==> src/include/bfsc_consts.svh <==
// Purpose: Constants for the fourth buck regulator control register bank
// Assumes: Register port carries 8-bit addresses and 8-bit data
// Notes: Offsets, field positions, reset values and codes
`ifndef BFSC_CONSTS_SVH
`define BFSC_CONSTS_SVH
`define BFSC_ADDR_NORMAL 8'h4a
`define BFSC_ADDR_STANDBY 8'h4b
`define BFSC_ADDR_SLEEP 8'h4c
`define BFSC_ADDR_MODE 8'h4d
`define BFSC_ADDR_CONF 8'h4e
`define BFSC_RST_SETPOINT 6'h00
`define BFSC_RST_MODE 4'h8
`define BFSC_RST_SLEEP_BEH 1'h0
`define BFSC_RST_CONF 8'h00
`define BFSC_SP_MSB 5
`define BFSC_MODE_MSB 3
`define BFSC_SLEEP_BEH_BIT 5
`define BFSC_ILIM_BIT 0
`define BFSC_CONF_SPARE_BIT 1
`define BFSC_FREQ_LSB 2
`define BFSC_PHASE_LSB 4
`define BFSC_SLEW_LSB 6
`define BFSC_SP_MIN_CODE 6'h09
`define BFSC_SP_MIN_MV 16'd625
`define BFSC_SP_STEP_MV 16'd25
`define BFSC_MODE_OFF 4'h0
`define BFSC_MODE_PWM 4'h5
`define BFSC_MODE_PFM 4'h8
`endif

==> src/include/bfsc_pkg.sv <==
// Purpose: Types for the fourth buck regulator control register bank
// Assumes: Constants come from bfsc_consts.svh
// Notes: Holds types only
package bfsc_pkg;
  // Power state of the device as seen by this block
  typedef enum logic [1:0] {
    BFSC_PS_NORMAL = 2'b00,
    BFSC_PS_STANDBY = 2'b01,
    BFSC_PS_SLEEP = 2'b10
  } bfsc_pstate_t;

  // Lock state machine for the tracking variant
  typedef enum logic [0:0] {
    BFSC_ST_OPEN = 1'b0,
    BFSC_ST_LOCKED = 1'b1
  } bfsc_lock_t;

  typedef struct packed {
    bfsc_lock_t lock;
    logic [5:0] sp_normal;
    logic [5:0] sp_standby;
    logic [5:0] sp_sleep;
    logic [3:0] mode;
    logic sleep_beh;
    logic [7:0] conf;
    logic [7:0] rdata;
    logic [5:0] act_code;
    logic [15:0] act_mv;
    logic [3:0] act_mode;
    logic track;
    logic locked;
  } bfsc_state_t;
endpackage

==> src/verilog/bfsc_setpoint_decode.sv <==
// Purpose: Decode a six-bit set point code into millivolts
// Assumes: Pure combinational
// Notes: Undefined low codes clamp to the lowest defined voltage
`timescale 1ns/1ns
`include "bfsc_consts.svh"
module bfsc_setpoint_decode (
  input wire logic [5:0] code_i,
  output logic [15:0] mv_o
);
  logic [5:0] eff_code;

  // Clamp then scale: 625 mV at 001001, 25 mV a step
  always_comb begin
    eff_code = (code_i < `BFSC_SP_MIN_CODE) ? `BFSC_SP_MIN_CODE : code_i;
    mv_o = 16'(`BFSC_SP_MIN_MV + 16'(eff_code - `BFSC_SP_MIN_CODE) * `BFSC_SP_STEP_MV);
  end
endmodule // bfsc_setpoint_decode

==> src/verilog/bfsc_top.sv <==
// Purpose: Register bank and mode control for the fourth buck regulator
// Assumes: A protocol engine on the control bus presents one-cycle byte strobes
// Notes: All outputs registered; tracking variant chosen by a strap port
`timescale 1ns/1ns
`include "bfsc_consts.svh"
module bfsc_top (
  input wire logic clk_sys_i,
  input wire logic rst_i,
  input wire logic track_variant_i,
  input wire logic startup_done_i,
  input wire logic [1:0] power_state_i,
  input wire logic [15:0] reg3_mv_i,
  input wire logic wr_stb_i,
  input wire logic rd_stb_i,
  input wire logic [7:0] addr_i,
  input wire logic [7:0] wdata_i,
  output logic [7:0] rdata_o,
  output logic [5:0] active_code_o,
  output logic [15:0] target_mv_o,
  output logic [3:0] active_mode_o,
  output logic tracking_o,
  output logic locked_o,
  output logic [7:0] conf_o
);
  bfsc_pkg::bfsc_state_t st_r;
  bfsc_pkg::bfsc_state_t st_nxt;
  logic [15:0] dec_mv;
  logic [5:0] sel_code;
  logic wr_ok;

  // Set point decode shared by all three states
  bfsc_setpoint_decode u_dec (
    .code_i(sel_code),
    .mv_o(dec_mv)
  );

  // Pick the set point matching the present power state
  always_comb begin
    case (bfsc_pkg::bfsc_pstate_t'(power_state_i))
      bfsc_pkg::BFSC_PS_STANDBY: sel_code = st_r.sp_standby;
      bfsc_pkg::BFSC_PS_SLEEP: sel_code = st_r.sp_sleep;
      default: sel_code = st_r.sp_normal;
    endcase
  end

  // Write gate: in the tracking variant the lock blocks every setting once start-up is over
  assign wr_ok = wr_stb_i && (st_r.lock == bfsc_pkg::BFSC_ST_OPEN);

  // Next-state logic for registers, lock and derived outputs
  always_comb begin
    st_nxt = st_r;
    // Lock machine: the strap is only consulted when start-up completes
    case (st_r.lock)
      bfsc_pkg::BFSC_ST_OPEN: begin
        if (startup_done_i && track_variant_i) begin
          st_nxt.lock = bfsc_pkg::BFSC_ST_LOCKED;
        end
      end
      default: begin
        st_nxt.lock = bfsc_pkg::BFSC_ST_LOCKED;
      end
    endcase
    st_nxt.track = track_variant_i;

    // Register writes land in the cycle after the strobe
    if (wr_ok) begin
      if (addr_i == `BFSC_ADDR_NORMAL) begin
        st_nxt.sp_normal = wdata_i[`BFSC_SP_MSB:0];
      end else if (addr_i == `BFSC_ADDR_STANDBY) begin
        st_nxt.sp_standby = wdata_i[`BFSC_SP_MSB:0];
      end else if (addr_i == `BFSC_ADDR_SLEEP) begin
        st_nxt.sp_sleep = wdata_i[`BFSC_SP_MSB:0];
      end else if (addr_i == `BFSC_ADDR_MODE) begin
        st_nxt.mode = wdata_i[`BFSC_MODE_MSB:0];
        st_nxt.sleep_beh = wdata_i[`BFSC_SLEEP_BEH_BIT];
      end else if (addr_i == `BFSC_ADDR_CONF) begin
        st_nxt.conf = wdata_i;
      end
    end

    // Read data: unused bits zero, unmapped addresses read zero
    st_nxt.rdata = 8'h00;
    if (rd_stb_i) begin
      if (addr_i == `BFSC_ADDR_NORMAL) begin
        st_nxt.rdata = {2'h0, st_r.sp_normal};
      end else if (addr_i == `BFSC_ADDR_STANDBY) begin
        st_nxt.rdata = {2'h0, st_r.sp_standby};
      end else if (addr_i == `BFSC_ADDR_SLEEP) begin
        st_nxt.rdata = {2'h0, st_r.sp_sleep};
      end else if (addr_i == `BFSC_ADDR_MODE) begin
        st_nxt.rdata = {2'h0, st_r.sleep_beh, 1'h0, st_r.mode};
      end else if (addr_i == `BFSC_ADDR_CONF) begin
        st_nxt.rdata = st_r.conf;
      end
    end else begin
      st_nxt.rdata = st_r.rdata; // Hold last read byte between reads
    end

    // Target voltage: tracking halves the third output, else the set point
    st_nxt.act_code = sel_code;
    if (track_variant_i) begin
      st_nxt.act_mv = {1'b0, reg3_mv_i[15:1]};
    end else begin
      st_nxt.act_mv = dec_mv;
    end

    // Switching behaviour: tracking ignores PFM and APS selections
    if (track_variant_i) begin
      st_nxt.act_mode = `BFSC_MODE_PWM;
    end else if (bfsc_pkg::bfsc_pstate_t'(power_state_i) == bfsc_pkg::BFSC_PS_SLEEP) begin
      st_nxt.act_mode = st_r.sleep_beh ? `BFSC_MODE_PFM : `BFSC_MODE_OFF;
    end else begin
      st_nxt.act_mode = st_r.mode;
    end
    st_nxt.locked = (st_nxt.lock == bfsc_pkg::BFSC_ST_LOCKED);
  end

  // Single state register; synchronous reset to documented defaults
  always_ff @(posedge clk_sys_i) begin
    if (rst_i) begin
      st_r.lock <= bfsc_pkg::BFSC_ST_OPEN;
      st_r.sp_normal <= `BFSC_RST_SETPOINT;
      st_r.sp_standby <= `BFSC_RST_SETPOINT;
      st_r.sp_sleep <= `BFSC_RST_SETPOINT;
      st_r.mode <= `BFSC_RST_MODE;
      st_r.sleep_beh <= `BFSC_RST_SLEEP_BEH;
      st_r.conf <= `BFSC_RST_CONF;
      st_r.rdata <= 8'h00;
      st_r.act_code <= `BFSC_RST_SETPOINT;
      st_r.act_mv <= 16'h0000;
      st_r.act_mode <= `BFSC_RST_MODE;
      st_r.track <= 1'b0;
      st_r.locked <= 1'b0;
    end else begin
      st_r <= st_nxt;
    end
  end

  // Outputs straight from the state register
  assign rdata_o = st_r.rdata;
  assign active_code_o = st_r.act_code;
  assign target_mv_o = st_r.act_mv;
  assign active_mode_o = st_r.act_mode;
  assign tracking_o = st_r.track;
  assign locked_o = st_r.locked;
  assign conf_o = st_r.conf;
endmodule // bfsc_top
==> config.mk <==
export PLATFORM = sky130hd
export DESIGN_NAME = bfsc_top
export DESIGN_NICKNAME = d
export VERILOG_FILES = /design/src/include/bfsc_pkg.sv /design/src/verilog/bfsc_setpoint_decode.sv /design/src/verilog/bfsc_top.sv
export VERILOG_INCLUDE_DIRS = /design/src /design/src/include
export SDC_FILE = /design/constraint.sdc
export NUM_CORES = 1
export LEC_CHECK = 0
export BUFFER_PORTS_ARGS = -buffer_cell sky130_fd_sc_hd__buf_2
export CORE_MARGIN = 2
export CORE_UTILIZATION = 45
export DETAILED_ROUTE_END_ITERATION = 10
export MAX_ROUTING_LAYER = met4
export PLACE_DENSITY = 0.65
export SYNTH_ARGS = -nofsm -noshare
export SYNTH_HDL_FRONTEND = slang
export SYNTH_HIERARCHICAL = 1
export SYNTH_SLANG_ARGS = --single-unit
==> constraint.sdc <==
create_clock -name clk_sys_i -period 7.91 [get_ports clk_sys_i]
set_input_delay 1.9775 -clock clk_sys_i [delete_from_list [all_inputs] [get_ports clk_sys_i]]
set_output_delay 1.9775 -clock clk_sys_i [all_outputs]
set_load 0.02 [all_outputs]
==> After elaboration in Yosys (flattened, before gate mapping) <==
Cells that the tools add are included.
{ "totals": {"regBits": 67, "output_inout_bits": 44, "wordCells": 51} }
{ "classes": {"add_sub_neg": 2, "mul": 1, "n_lt_le_gt_ge": 1, "n_eq_ne": 7, "muxes": 13, "n_bitwise": 5, "n_reduce_logical": 8} }
{ "op_table": {"columns": ["op", "count"], "rows": [
  ["== test 8 x 7 -> 1 bit (second input constant)", 5],
  ["two-way mux 8 bit", 5],
  ["adder 10 x 16 -> 16 bit (first input constant)", 1],
  ["multiplier 16 x 5 -> 16 bit (second input constant)", 1],
  ["two-way mux 15 bit", 1],
  ["two-way mux 4 bit", 3],
  ["case mux 6 bit (2 select lines)", 1],
  ["subtractor 6 x 4 -> 7 bit (second input constant)", 1],
  ["less-than comparator 6 x 4 -> 1 bit (second input constant)", 1],
  ["two-way mux 6 bit", 1],
  ["AND reduction 6 bit", 1],
  ["NOT 1 bit", 5],
  ["AND reduction 5 bit", 1],
  ["AND reduction 4 bit", 1],
  ["AND reduction 3 bit", 1],
  ["== test 2 x 1 -> 1 bit (second input constant)", 1],
  ["== test 2 bit (second input constant)", 1],
  ["logical AND 1 bit", 2],
  ["two-way mux 1 bit", 2],
  ["AND reduction 2 bit", 1],
  ["OR reduction 2 bit", 1]
]} }

==> Longest topological paths before layout <==
Gate-level depths: netlist (run 1).
{ "logic_depth": {"depth_word": 8, "mapped_depth": 23} }

==> Hierarchy <==
The synthesis (run 1) kept the hierarchy.
{ "modules_own_cells": {"columns": ["module", "instances", "cells_per_inst", "area_each_um2"], "rows": [
  ["bfsc_top", 1, 347, 3139.3],
  ["bfsc_setpoint_decode", 1, 122, 1012.2]
]} }

==> Least setup slack after synthesis (run 1) <==
OpenSTA, ideal clock, no wires.
{ "synth_timing": {"kind": "input to register", "from": "input port power_state_i[0]", "to": "register st_r (netlist bit target_mv_o[14])", "arrival_ps": 6880, "required_time_ps": 7782, "path_slack_ps": 902, "path_stages": 22, "cell_sequence": "inv_1 ha_1 clkbuf_1 a22oi_1 o21ai_0 o21ai_2 a21oi_1 ha_1 inv_1 o211ai_1 o21ai_0 ha_1 fa_1 ha_1 ha_1 a211oi_1 nor2_1 o311ai_4 o2111ai_2 and2_1 mux2i_1 nor2_1"} }
{ "synth_via": {"elab_chain_len": 8, "word_cells_on_any_way": 9, "classes_between": "2 x add/sub; 1 x mul; 1 x order compare; 2 x eq/ne; 3 x mux"} }
{ "synth_lines": {"columns": ["element", "line_no", "source"], "rows": [
  ["start, declared", "bfsc_top.sv:11", "input wire logic [1:0] power_state_i,"],
  ["== test 2 bit / == test 2 x 1 -> 1 bit (equally long branches)", "bfsc_top.sv:39", "case (bfsc_pkg::bfsc_pstate_t'(power_state_i))"],
  ["case mux 6 bit (2 select lines) (*)", "bfsc_top.sv:39", null],
  ["named net sel_code[3]", "bfsc_top.sv:28", "logic [5:0] sel_code;"],
  ["less-than comparator 6 x 4 -> 1 bit (no line)", null, null],
  ["two-way mux 6 bit (*)", "bfsc_setpoint_decode.sv:14", "eff_code = (code_i < `BFSC_SP_MIN_CODE) ? `BFSC_SP_MIN_CODE : code_i;"],
  ["subtractor 6 x 4 -> 7 bit (no line) (*)", null, null],
  ["multiplier 16 x 5 -> 16 bit (no line) (*)", null, null],
  ["adder 10 x 16 -> 16 bit (no line) (*)", null, null],
  ["named net dec_mv[14]", "bfsc_top.sv:27", "logic [15:0] dec_mv;"],
  ["two-way mux 15 bit (*)", "bfsc_top.sv:101", "if (track_variant_i) begin"],
  ["end signal, assigned", "bfsc_top.sv:135", "st_r <= st_nxt;"],
  ["end, declared", "bfsc_top.sv:25", "bfsc_pkg::bfsc_state_t st_r;"]
]} }
Mark *: on every way through the listed nets, which the timed path passes. The rest lies on a longest branch.
A chain may end at the register's enable or synchronous reset.

==> Worst setup path in the final report (run 1) <==
Same ends and word-level chain as after synthesis.

==> results.cfg, run 1 <==
[final_layout]
final_common_cell = buf_2
fin_nets = 575
fillers = 894
regArea_mm2 = 0.00134
fin_cells = 624
area_growth_pct = 10.7
drive_gt1_share_pct = 22.6
most-common-layout-cells = 82 x buf_2, 67 x dfxtp_1, 61 x nor2_1
antenna_cells = 0
multi_input_area_mm2 = 0.00233

[cts]
ctsHtreeMaxLevel = 3
cts.clk_slew.worst_paths_ns = 0.07
cts_num_sinks = 67
cts_resized = 0
cts_setup_buffers = 0
cts_inserted_buffers = 9
clk_path_buf_depth = 2
clk_latency_ns = 0.34
cts-root-buf = clkbuf_8
holdBufCountCts = 0
cts_tree = yes

[timing]
setup_tns_ns = 0
slew_violations = 0
finalClockSkew_ns = 0.00855
slew_headroom_pct = 22.3
tightest_slew_ns = 1.16
holdWs_ns = 0.460
finalCritPeriodShare_pct = 89.3
fmax_ghz = 0.142
rsz0062_at_grt = false
period_needed_ns = 7.06
finalHoldViolCount = 0
setup_viol = 0

[routing]
drcViolationCount = 0
totalWireLength_mm = 9.17
drtPass1Iterations = 5
antenna_left = 0
viasPerCell = 5.22
wire_per_inst_um = 14.7
dr_total_vias = 3257
initialDrtViolationCount = 98

[run]
max_cap_viol_count = 0

[floorplanning]
dieArea_mm2 = 0.0100
dieWidth_um = 100
start_util_pct = 45.6
num_rows = 35
core_area_mm2 = 0.00911
fp.dieH_um = 100
boundaryPins = 84

[global_routing]
grt_max_degree = 66
grt_overflow = 0
grt_pass1_vias = 3188
grt_pass1_wl_mm = 15.3
antenna_found_initial = 0
grt_use_total_pct = 19.9

[synthesis]
netlist_area_mm2 = 0.00415
synth-seq-cells = 67
ys_types = 57
ys_seq_area_share_pct = 32.3
postSynthCellCount = 469
yosys-top-cells-area = dfxtp_1 32%, mux2i_1 11%, buf_4 7.6%
yosysWarningCount = 6
async_flop_share_pct = 0
yosys.area.top_type = dfxtp_1
synth-edff-count = 0
ys.flop_type = dfxtp_1
syn_avg_cell_area_um2 = 8.85
syn-num-nets = 536
synth_top_area_share_pct = 32.3

[critical_path]
start_kind = input port
critPathMaxFanout = 9
arrival_ns = 7.25
required_ns = 8.10
cp-end-kind = flip-flop
critical_path_class = in2reg

[status]
outcome = finished, final reports clean

[place]
place_inst = 608
place_congestion = 0.869
port_buffers = 82
post-dp-hpwl_mm = 6.92

[power]
ir_drop_uv = 91.0
p_leak_nw = 2.21
p_per_area_mw_per_mm2 = 159

[min_path]
hold_class = reg2reg
## per-layer routing
metal / routed length, µm / track usage, % / vias up
li1: - / - / 1661
met2: 4520 / 33.8 / 63
met4: 125 / 8.11 / 0
met1: 4160 / 23.7 / 1525
met3: 355 / 2.99 / 8
met5: 0 / - / -
## logic make-up (layout without fill, tap and decap cells)
kind of cell,after synthesis,after routing,share of synthesized area (%)
AO/OA/AOI/OAI,80,80,14.4
AND/OR/NAND/NOR,146,146,18.1
flip-flops,67,67,32.3
buffers and inverters,86,130,11.6
adder cells (fa/ha/maj),27,27,8.86
multiplexers,48,48,11.6
XOR/XNOR,15,15,3.16
## state kept, by name, indices dropped and copies added, names as in the netlist
signal,cells
tracking_o,1
rdata_o,8
active_code_o,6
st_r,23
target_mv_o,16
locked_o,1
active_mode_o,4
conf_o,8
## worst max-delay path, cell delays in order
cell and delay, ns:
buf_2 0.11, inv_1 0.05, ha_1 0.40, a22oi_1 0.16
o21ai_0 0.25, buf_4 0.20, nor2_1 0.09, a21oi_1 0.21
ha_1 0.33, o21ai_0 0.13, o21ai_0 0.42, ha_1 0.34
fa_1 0.47, ha_1 0.30, ha_1 0.28, a211oi_1 0.35
nor2_1 0.24, o311ai_4 0.38, o2111ai_2 0.20, and2_1 0.20
mux2i_1 0.12, nor2_1 0.05
## stage by stage
stage | worst slack [ns] | total power, mW | utilization (%) | area (µm²)
finish | 0.846 | 0.733 | 50.4 | 4590
global route | 0.381 | 0.762 | 50.4 | 4590
CTS | 0.881 | 0.743 | 50.4 | 4590
detailed placement | 0.558 | 0.414 | 47.9 | 4370
global placement | 0.627 | 0.413 | 47.9 | 4370
floorplan | 0.902 | 0.397 | - | 4150
## report_power, final
part | internal, mW | switching, mW
Clock | 0.194 | 0.132
Sequential | 0.343 | 0.00239
Combinational | 0.0223 | 0.0383
Total | 0.560 | 0.173
## layout make-up
class,count,share of cell area [%]
well taps,111,3.02
repair buffers,89,10.1
inverters,25,2.04
flip-flops and latches,67,29.2
clock inverters,4,1.58
multi-input cells,316,50.7
clock buffers,12,3.38
## worst paths after layout
check / end / slack [ns] / depth (start not counted) / start
worst max-delay path: target_mv_o[14] / 0.85 / 22 / power_state_i[0]
worst min register to register: rdata_o[4] / 0.46 / 2 / rdata_o[4]
worst min-delay path: rdata_o[4] / 0.46 / 2 / rdata_o[4]
worst max register to register: target_mv_o[14] / 2.73 / 19 / st_r[52]
## synthesized netlist by cell type, types with 8 or more instances
library cell,n
dfxtp_1,67
nor2_1,61
mux2i_1,46
buf_4,42
inv_1,25
nand2_1,25
ha_1,23
a21oi_1,20
nor2b_1,18
clkbuf_1,15
o21ai_0,14
a22oi_1,9
xnor2_1,8
Note: power is estimated with default switching activity, not from simulation.
==> run 2: changes to the inputs <==
--- a/config.mk
+++ b/config.mk
@@ -9,9 +9,10 @@
 export BUFFER_PORTS_ARGS = -buffer_cell sky130_fd_sc_hd__buf_2
 export CORE_MARGIN = 2
 export CORE_UTILIZATION = 45
+export CTS_BUF_LIST = sky130_fd_sc_hd__clkbuf_4 sky130_fd_sc_hd__clkbuf_8 sky130_fd_sc_hd__clkbuf_16
 export DETAILED_ROUTE_END_ITERATION = 10
 export MAX_ROUTING_LAYER = met4
-export PLACE_DENSITY = 0.65
+export PLACE_DENSITY_LB_ADDON = 0.12
 export SYNTH_ARGS = -nofsm -noshare
 export SYNTH_HDL_FRONTEND = slang
 export SYNTH_HIERARCHICAL = 1
==> constraint.sdc (replaced) <==
create_clock -name clk_sys_i -period 6.2 [get_ports clk_sys_i]
set_input_delay 1.55 -clock clk_sys_i [delete_from_list [all_inputs] [get_ports clk_sys_i]]
set_output_delay 1.55 -clock clk_sys_i [all_outputs]
set_load 0.02 [all_outputs]
==> results.cfg, run 2 (synthesis results as in run 1) <==
[timing]
slew_violations = 0
layout_setup_ws_ns = 0.293
period_needed_ns = 5.91
fmax_ghz = 0.169
tightest_slew_ns = 0.858
rsz0062_at_grt = false
setup_viol = 0
setup_tns_ns = 0
slew_headroom_pct = 42.4
finalHoldViolCount = 0
finalCritPeriodShare_pct = 95.3
finalClockSkew_ns = 0.00910

[critical_path]
reg2regPathDepth = 20
start_kind = input port
arrival_ns = 6.11
critical_path.endpoint = target_mv_o[14]
critical_path_class = in2reg
required_ns = 6.40
cp-end-kind = flip-flop
critPathMaxFanout = 6
critPathLaunch = power_state_i[0]
timing.rr.start = st_r[54]
r2r_end = target_mv_o[14]
r2r_setup_slack_ns = 1.66

[final_layout]
drive_gt1_share_pct = 30.4
antenna_cells = 0
final_common_cell = buf_2
most-common-layout-cells = 82 x buf_2, 67 x dfxtp_1, 60 x nor2_1
fillers = 852
fin_nets = 612
area_growth_pct = 19.1
largest_reg_flops = 23
fin_util_pct = 54.3
regMostFlops = st_r

[cts]
cts_tree = yes
cts_setup_buffers = 0
clk_path_buf_depth = 2
ctsHtreeMaxLevel = 3
cts_inserted_buffers = 9
cts-root-buf = clkbuf_8
clk_latency_ns = 0.34
cts.clk_slew.worst_paths_ns = 0.08
cts_num_sinks = 67
holdBufCountCts = 0

[global_routing]
grt_pass1_vias = 3205
antenna_found_initial = 0
grt_pass1_wl_mm = 16.1
grt_use_total_pct = 20.9
grt_overflow = 0
grt_max_degree = 66

[routing]
wire_per_inst_um = 14.6
viasPerCell = 5.12
totalWireLength_mm = 9.65
drtPass1Iterations = 4
dr_total_vias = 3382
initialDrtViolationCount = 189
antenna_left = 0
drcViolationCount = 0

[place]
port_buffers = 82
place_congestion = 0.877
post-dp-hpwl_mm = 7.28
place_ws_ns = -0.416

[power]
p_leak_nw = 2.42
p_total_mw = 0.950
p_per_area_mw_per_mm2 = 192
ir_drop_uv = 89.1

[floorplanning]
dieWidth_um = 100
core_area_mm2 = 0.00911
start_util_pct = 45.6
fp.dieH_um = 100
boundaryPins = 84
num_rows = 35
dieArea_mm2 = 0.0100

[min_path]
worstHoldStart = rdata_o[7]
hold_class = reg2reg

[status]
outcome = finished, final reports clean

[run]
max_cap_viol_count = 0
run 2: cell types whose count changed in the layout (fill, tap and decap cells not counted), sizes merged:
cell and change:
buf +37, clkbuf -2, clkinv -1, inv +3
run 2: worst max-delay path, cell delays in order:
cell       delay [ns]
buf_2            0.10
buf_4            0.12
ha_1             0.29
a22oi_1          0.21
o21ai_2          0.11
o31a_1           0.34
inv_1            0.07
ha_2             0.24
inv_1            0.06
o211ai_1         0.21
o21ai_2          0.12
ha_1             0.33
fa_1             0.46
ha_1             0.34
ha_4             0.17
buf_4            0.14
o21ai_1          0.19
nor2_2           0.12
o311ai_4         0.35
o2111ai_2        0.20
and2_1           0.20
mux2i_1          0.13
nor2_1           0.05
run 2: worst min path at each step:
stage	to	slack [ns]	cells past startpoint
finish	rdata_o[7]	0.47	2
global placement	rdata_o[6]	0.45	2
global route	rdata_o[7]	0.49	2
CTS	rdata_o[6]	0.47	2
detailed placement	rdata_o[7]	0.46	2
floorplan	rdata_o[4]	0.43	2
run 2: power by group:
| group | leakage [nW] | internal, mW | total [mW] | switching, mW |
|---|---|---|---|---|
| registers | 0.545 | 0.438 | 0.440 | 0.00246 |
| clock network | 0.114 | 0.242 | 0.423 | 0.181 |
| logic | 1.76 | 0.0346 | 0.0867 | 0.0521 |
run 2: cell type report:
| class | count | area (µm²) | share of cell area, % |
|---|---|---|---|
| Clock buffer | 10 | 138 | 2.78 |
| Clock inverter | 6 | 93.8 | 1.90 |
| Inverter | 25 | 93.8 | 1.90 |
| Multi-Input combinational cell | 316 | 2400 | 48.5 |
| Sequential cell | 67 | 1340 | 27.1 |
| Tap cell | 111 | 139 | 2.81 |
| Timing Repair Buffer | 126 | 741 | 15.0 |
run 2: routing by layer:
metal	global-route usage, %	share of wire, %
met5	-	0
met4	7.17	1.4
met3	2.72	4.4
met2	29.0	42
met1	31.2	52
run 2: what timing repair did:
| action | 4_1_cts | 5_1_grt |
|---|---|---|
| pin swaps | 0 | 1 |
| setup endpoints to repair | 3 | 8 |
| gates cloned | 0 | 0 |
| gates resized for setup | 1 | 9 |
run 2: through the flow:
step / instance area, µm² / cells / hold WS [ns]
2_1_floorplan: 4170 / 469 / 0.426
3_3_place_gp: 4660 / 645 / 0.450
3_5_place_dp: 4660 / 645 / 0.459
4_1_cts: 4890 / 661 / 0.472
5_1_grt: 4940 / 661 / 0.489
6_report: 4940 / 661 / 0.469
==> run 3: changes to the inputs <==
==> constraint.sdc (replaced) <==
create_clock -name clk_sys_i -period 5.45 [get_ports clk_sys_i]
set_input_delay 1.3625 -clock clk_sys_i [delete_from_list [all_inputs] [get_ports clk_sys_i]]
set_output_delay 1.3625 -clock clk_sys_i [all_outputs]
set_load 0.02 [all_outputs]
==> results.cfg, run 3 (synthesis results as in run 1) <==
[status]
outcome = finished, final reports clean

[routing]
drcViolationCount = 0
dr_total_vias = 3429
drtPass1Iterations = 4
viasPerCell = 5.13
antenna_left = 0
wire_per_inst_um = 14.8
totalWireLength_mm = 9.88
initialDrtViolationCount = 171

[timing]
setup_tns_ns = 0
finalCritPeriodShare_pct = 99.4
rsz0062_at_grt = true
holdWs_ns = 0.469
slew_headroom_pct = 41.2
finalHoldViolCount = 0
finalClockSkew_ns = 0.00769
tightest_slew_ns = 0.876
period_needed_ns = 5.42
setup_viol = 0
slew_violations = 0
fmax_ghz = 0.185

[critical_path]
arrival_ns = 5.63
r2r_end = target_mv_o[14]
required_ns = 5.67
timing.rr.start = st_r[53]
critPathMaxFanout = 7
cp-end-kind = flip-flop
start_kind = input port
reg2regPathDepth = 19
critical_path_class = in2reg
r2r_setup_slack_ns = 1.09

[min_path]
hold_class = reg2reg
worstHoldStart = rdata_o[6]
worstHoldEndpoint = rdata_o[6]
min_delay_path_depth = 2

[global_routing]
antenna_found_initial = 0
grt_pass1_wl_mm = 15.6
grt_use_total_pct = 20.6
grt_pass1_vias = 3141
grt_overflow = 0
grt_max_degree = 66

[floorplanning]
dieWidth_um = 100
fp.dieH_um = 100
core_area_mm2 = 0.00911
boundaryPins = 84
num_rows = 35
start_util_pct = 45.6
dieArea_mm2 = 0.0100

[cts]
cts_tree = yes
cts-root-buf = clkbuf_8
clk_latency_ns = 0.35
holdBufCountCts = 0
cts_num_sinks = 67
cts.clk_slew.worst_paths_ns = 0.08
clk_path_buf_depth = 2
ctsHtreeMaxLevel = 3
cts_inserted_buffers = 9

[final_layout]
area_growth_pct = 27.8
fillers = 862
fin_nets = 619
most-common-layout-cells = 80 x buf_2, 67 x dfxtp_1, 59 x nor2_1
fin_cells = 668
antenna_cells = 0
regMostFlops = st_r
fin_util_pct = 58.2
multi_input_area_mm2 = 0.00269
final_common_cell = buf_2
regArea_mm2 = 0.00134
drive_gt1_share_pct = 37.2
largest_reg_flops = 23

[place]
post-dp-hpwl_mm = 7.39
port_buffers = 82
place_congestion = 0.882
place_inst = 648

[power]
p_int_mw = 0.763
comb_power_share_pct = 10.1
clkPwrFrac_pct = 41.4
p_leak_nw = 2.46
p_sw_share_pct = 26.1
p_total_mw = 1.03
p_seq_share_pct = 48.5
ir_drop_uv = 118
p_per_area_mw_per_mm2 = 195
p_sw_mw = 0.269

[run]
max_cap_viol_count = 0
## run 3: final cells by class
| type | instances | share of cell area (%) |
|---|---|---|
| Clock buffer | 10 | 2.59 |
| Clock inverter | 6 | 1.20 |
| Inverter | 25 | 1.82 |
| Multi-Input combinational cell | 316 | 50.7 |
| Sequential cell | 67 | 25.3 |
| Tap cell | 111 | 2.62 |
| Timing Repair Buffer | 133 | 15.8 |
## run 3: per-layer routing
| metal | up-vias | share of wire (%) | track usage (%) |
|---|---|---|---|
| li1 | 1742 | - | - |
| met1 | 1586 | 50 | 29.6 |
| met2 | 97 | 43 | 29.5 |
| met3 | 4 | 6.2 | 4.25 |
| met4 | 0 | 0.63 | 5.37 |
| met5 | - | 0 | - |
## run 3: worst max-delay path by stage
| stage | startpoint | to | slack (ns) |
|---|---|---|---|
| 2_1_floorplan | power_state_i[0] | target_mv_o[13] | 0.009 |
| 3_3_place_gp | power_state_i[1] | target_mv_o[14] | -0.43 |
| 3_5_place_dp | power_state_i[1] | target_mv_o[14] | -0.51 |
| 4_1_cts | power_state_i[1] | target_mv_o[13] | 0.002 |
| 5_1_grt | power_state_i[0] | target_mv_o[14] | -0.15 |
| 6_report | power_state_i[1] | target_mv_o[14] | 0.03 |
## run 3: power by group through the flow
stage	logic (mW)	registers, mW	clock network, mW
6_report	0.105	0.500	0.427
5_1_grt	0.113	0.501	0.461
4_1_cts	0.0996	0.500	0.438
3_5_place_dp	0.0989	0.512	0
3_3_place_gp	0.0979	0.512	0
2_1_floorplan	0.0701	0.513	0
## run 3: repair_timing
action,in CTS,in global routing
setup endpoints to repair,7,7
buffers inserted,1,3
gates resized for setup,6,29
hold endpoints to repair,0,0
pin swaps,8,21
## run 3: per-stage QoR
stage / worst slack, ns / area (µm²)
2_1_floorplan: 0.00925 / 4380
3_3_place_gp: -0.427 / 4890
3_5_place_dp: -0.511 / 4890
4_1_cts: 0.00191 / 5120
5_1_grt: -0.153 / 5300
6_report: 0.0327 / 5300
## run 3: critical path, cell delays in order
cell and delay (ns):
buf_6 0.10, ha_4 0.26, buf_6 0.16, nand2_1 0.11
o21ai_4 0.09, o31a_1 0.34, inv_2 0.07, ha_4 0.15
inv_2 0.03, o211ai_1 0.18, o21ai_2 0.13, ha_1 0.33
fa_1 0.56, ha_4 0.22, ha_4 0.30, or2_4 0.15
a21oi_4 0.08, a2111oi_4 0.44, o2111ai_2 0.20, and2_1 0.18
mux2i_1 0.12, nor2_1 0.06
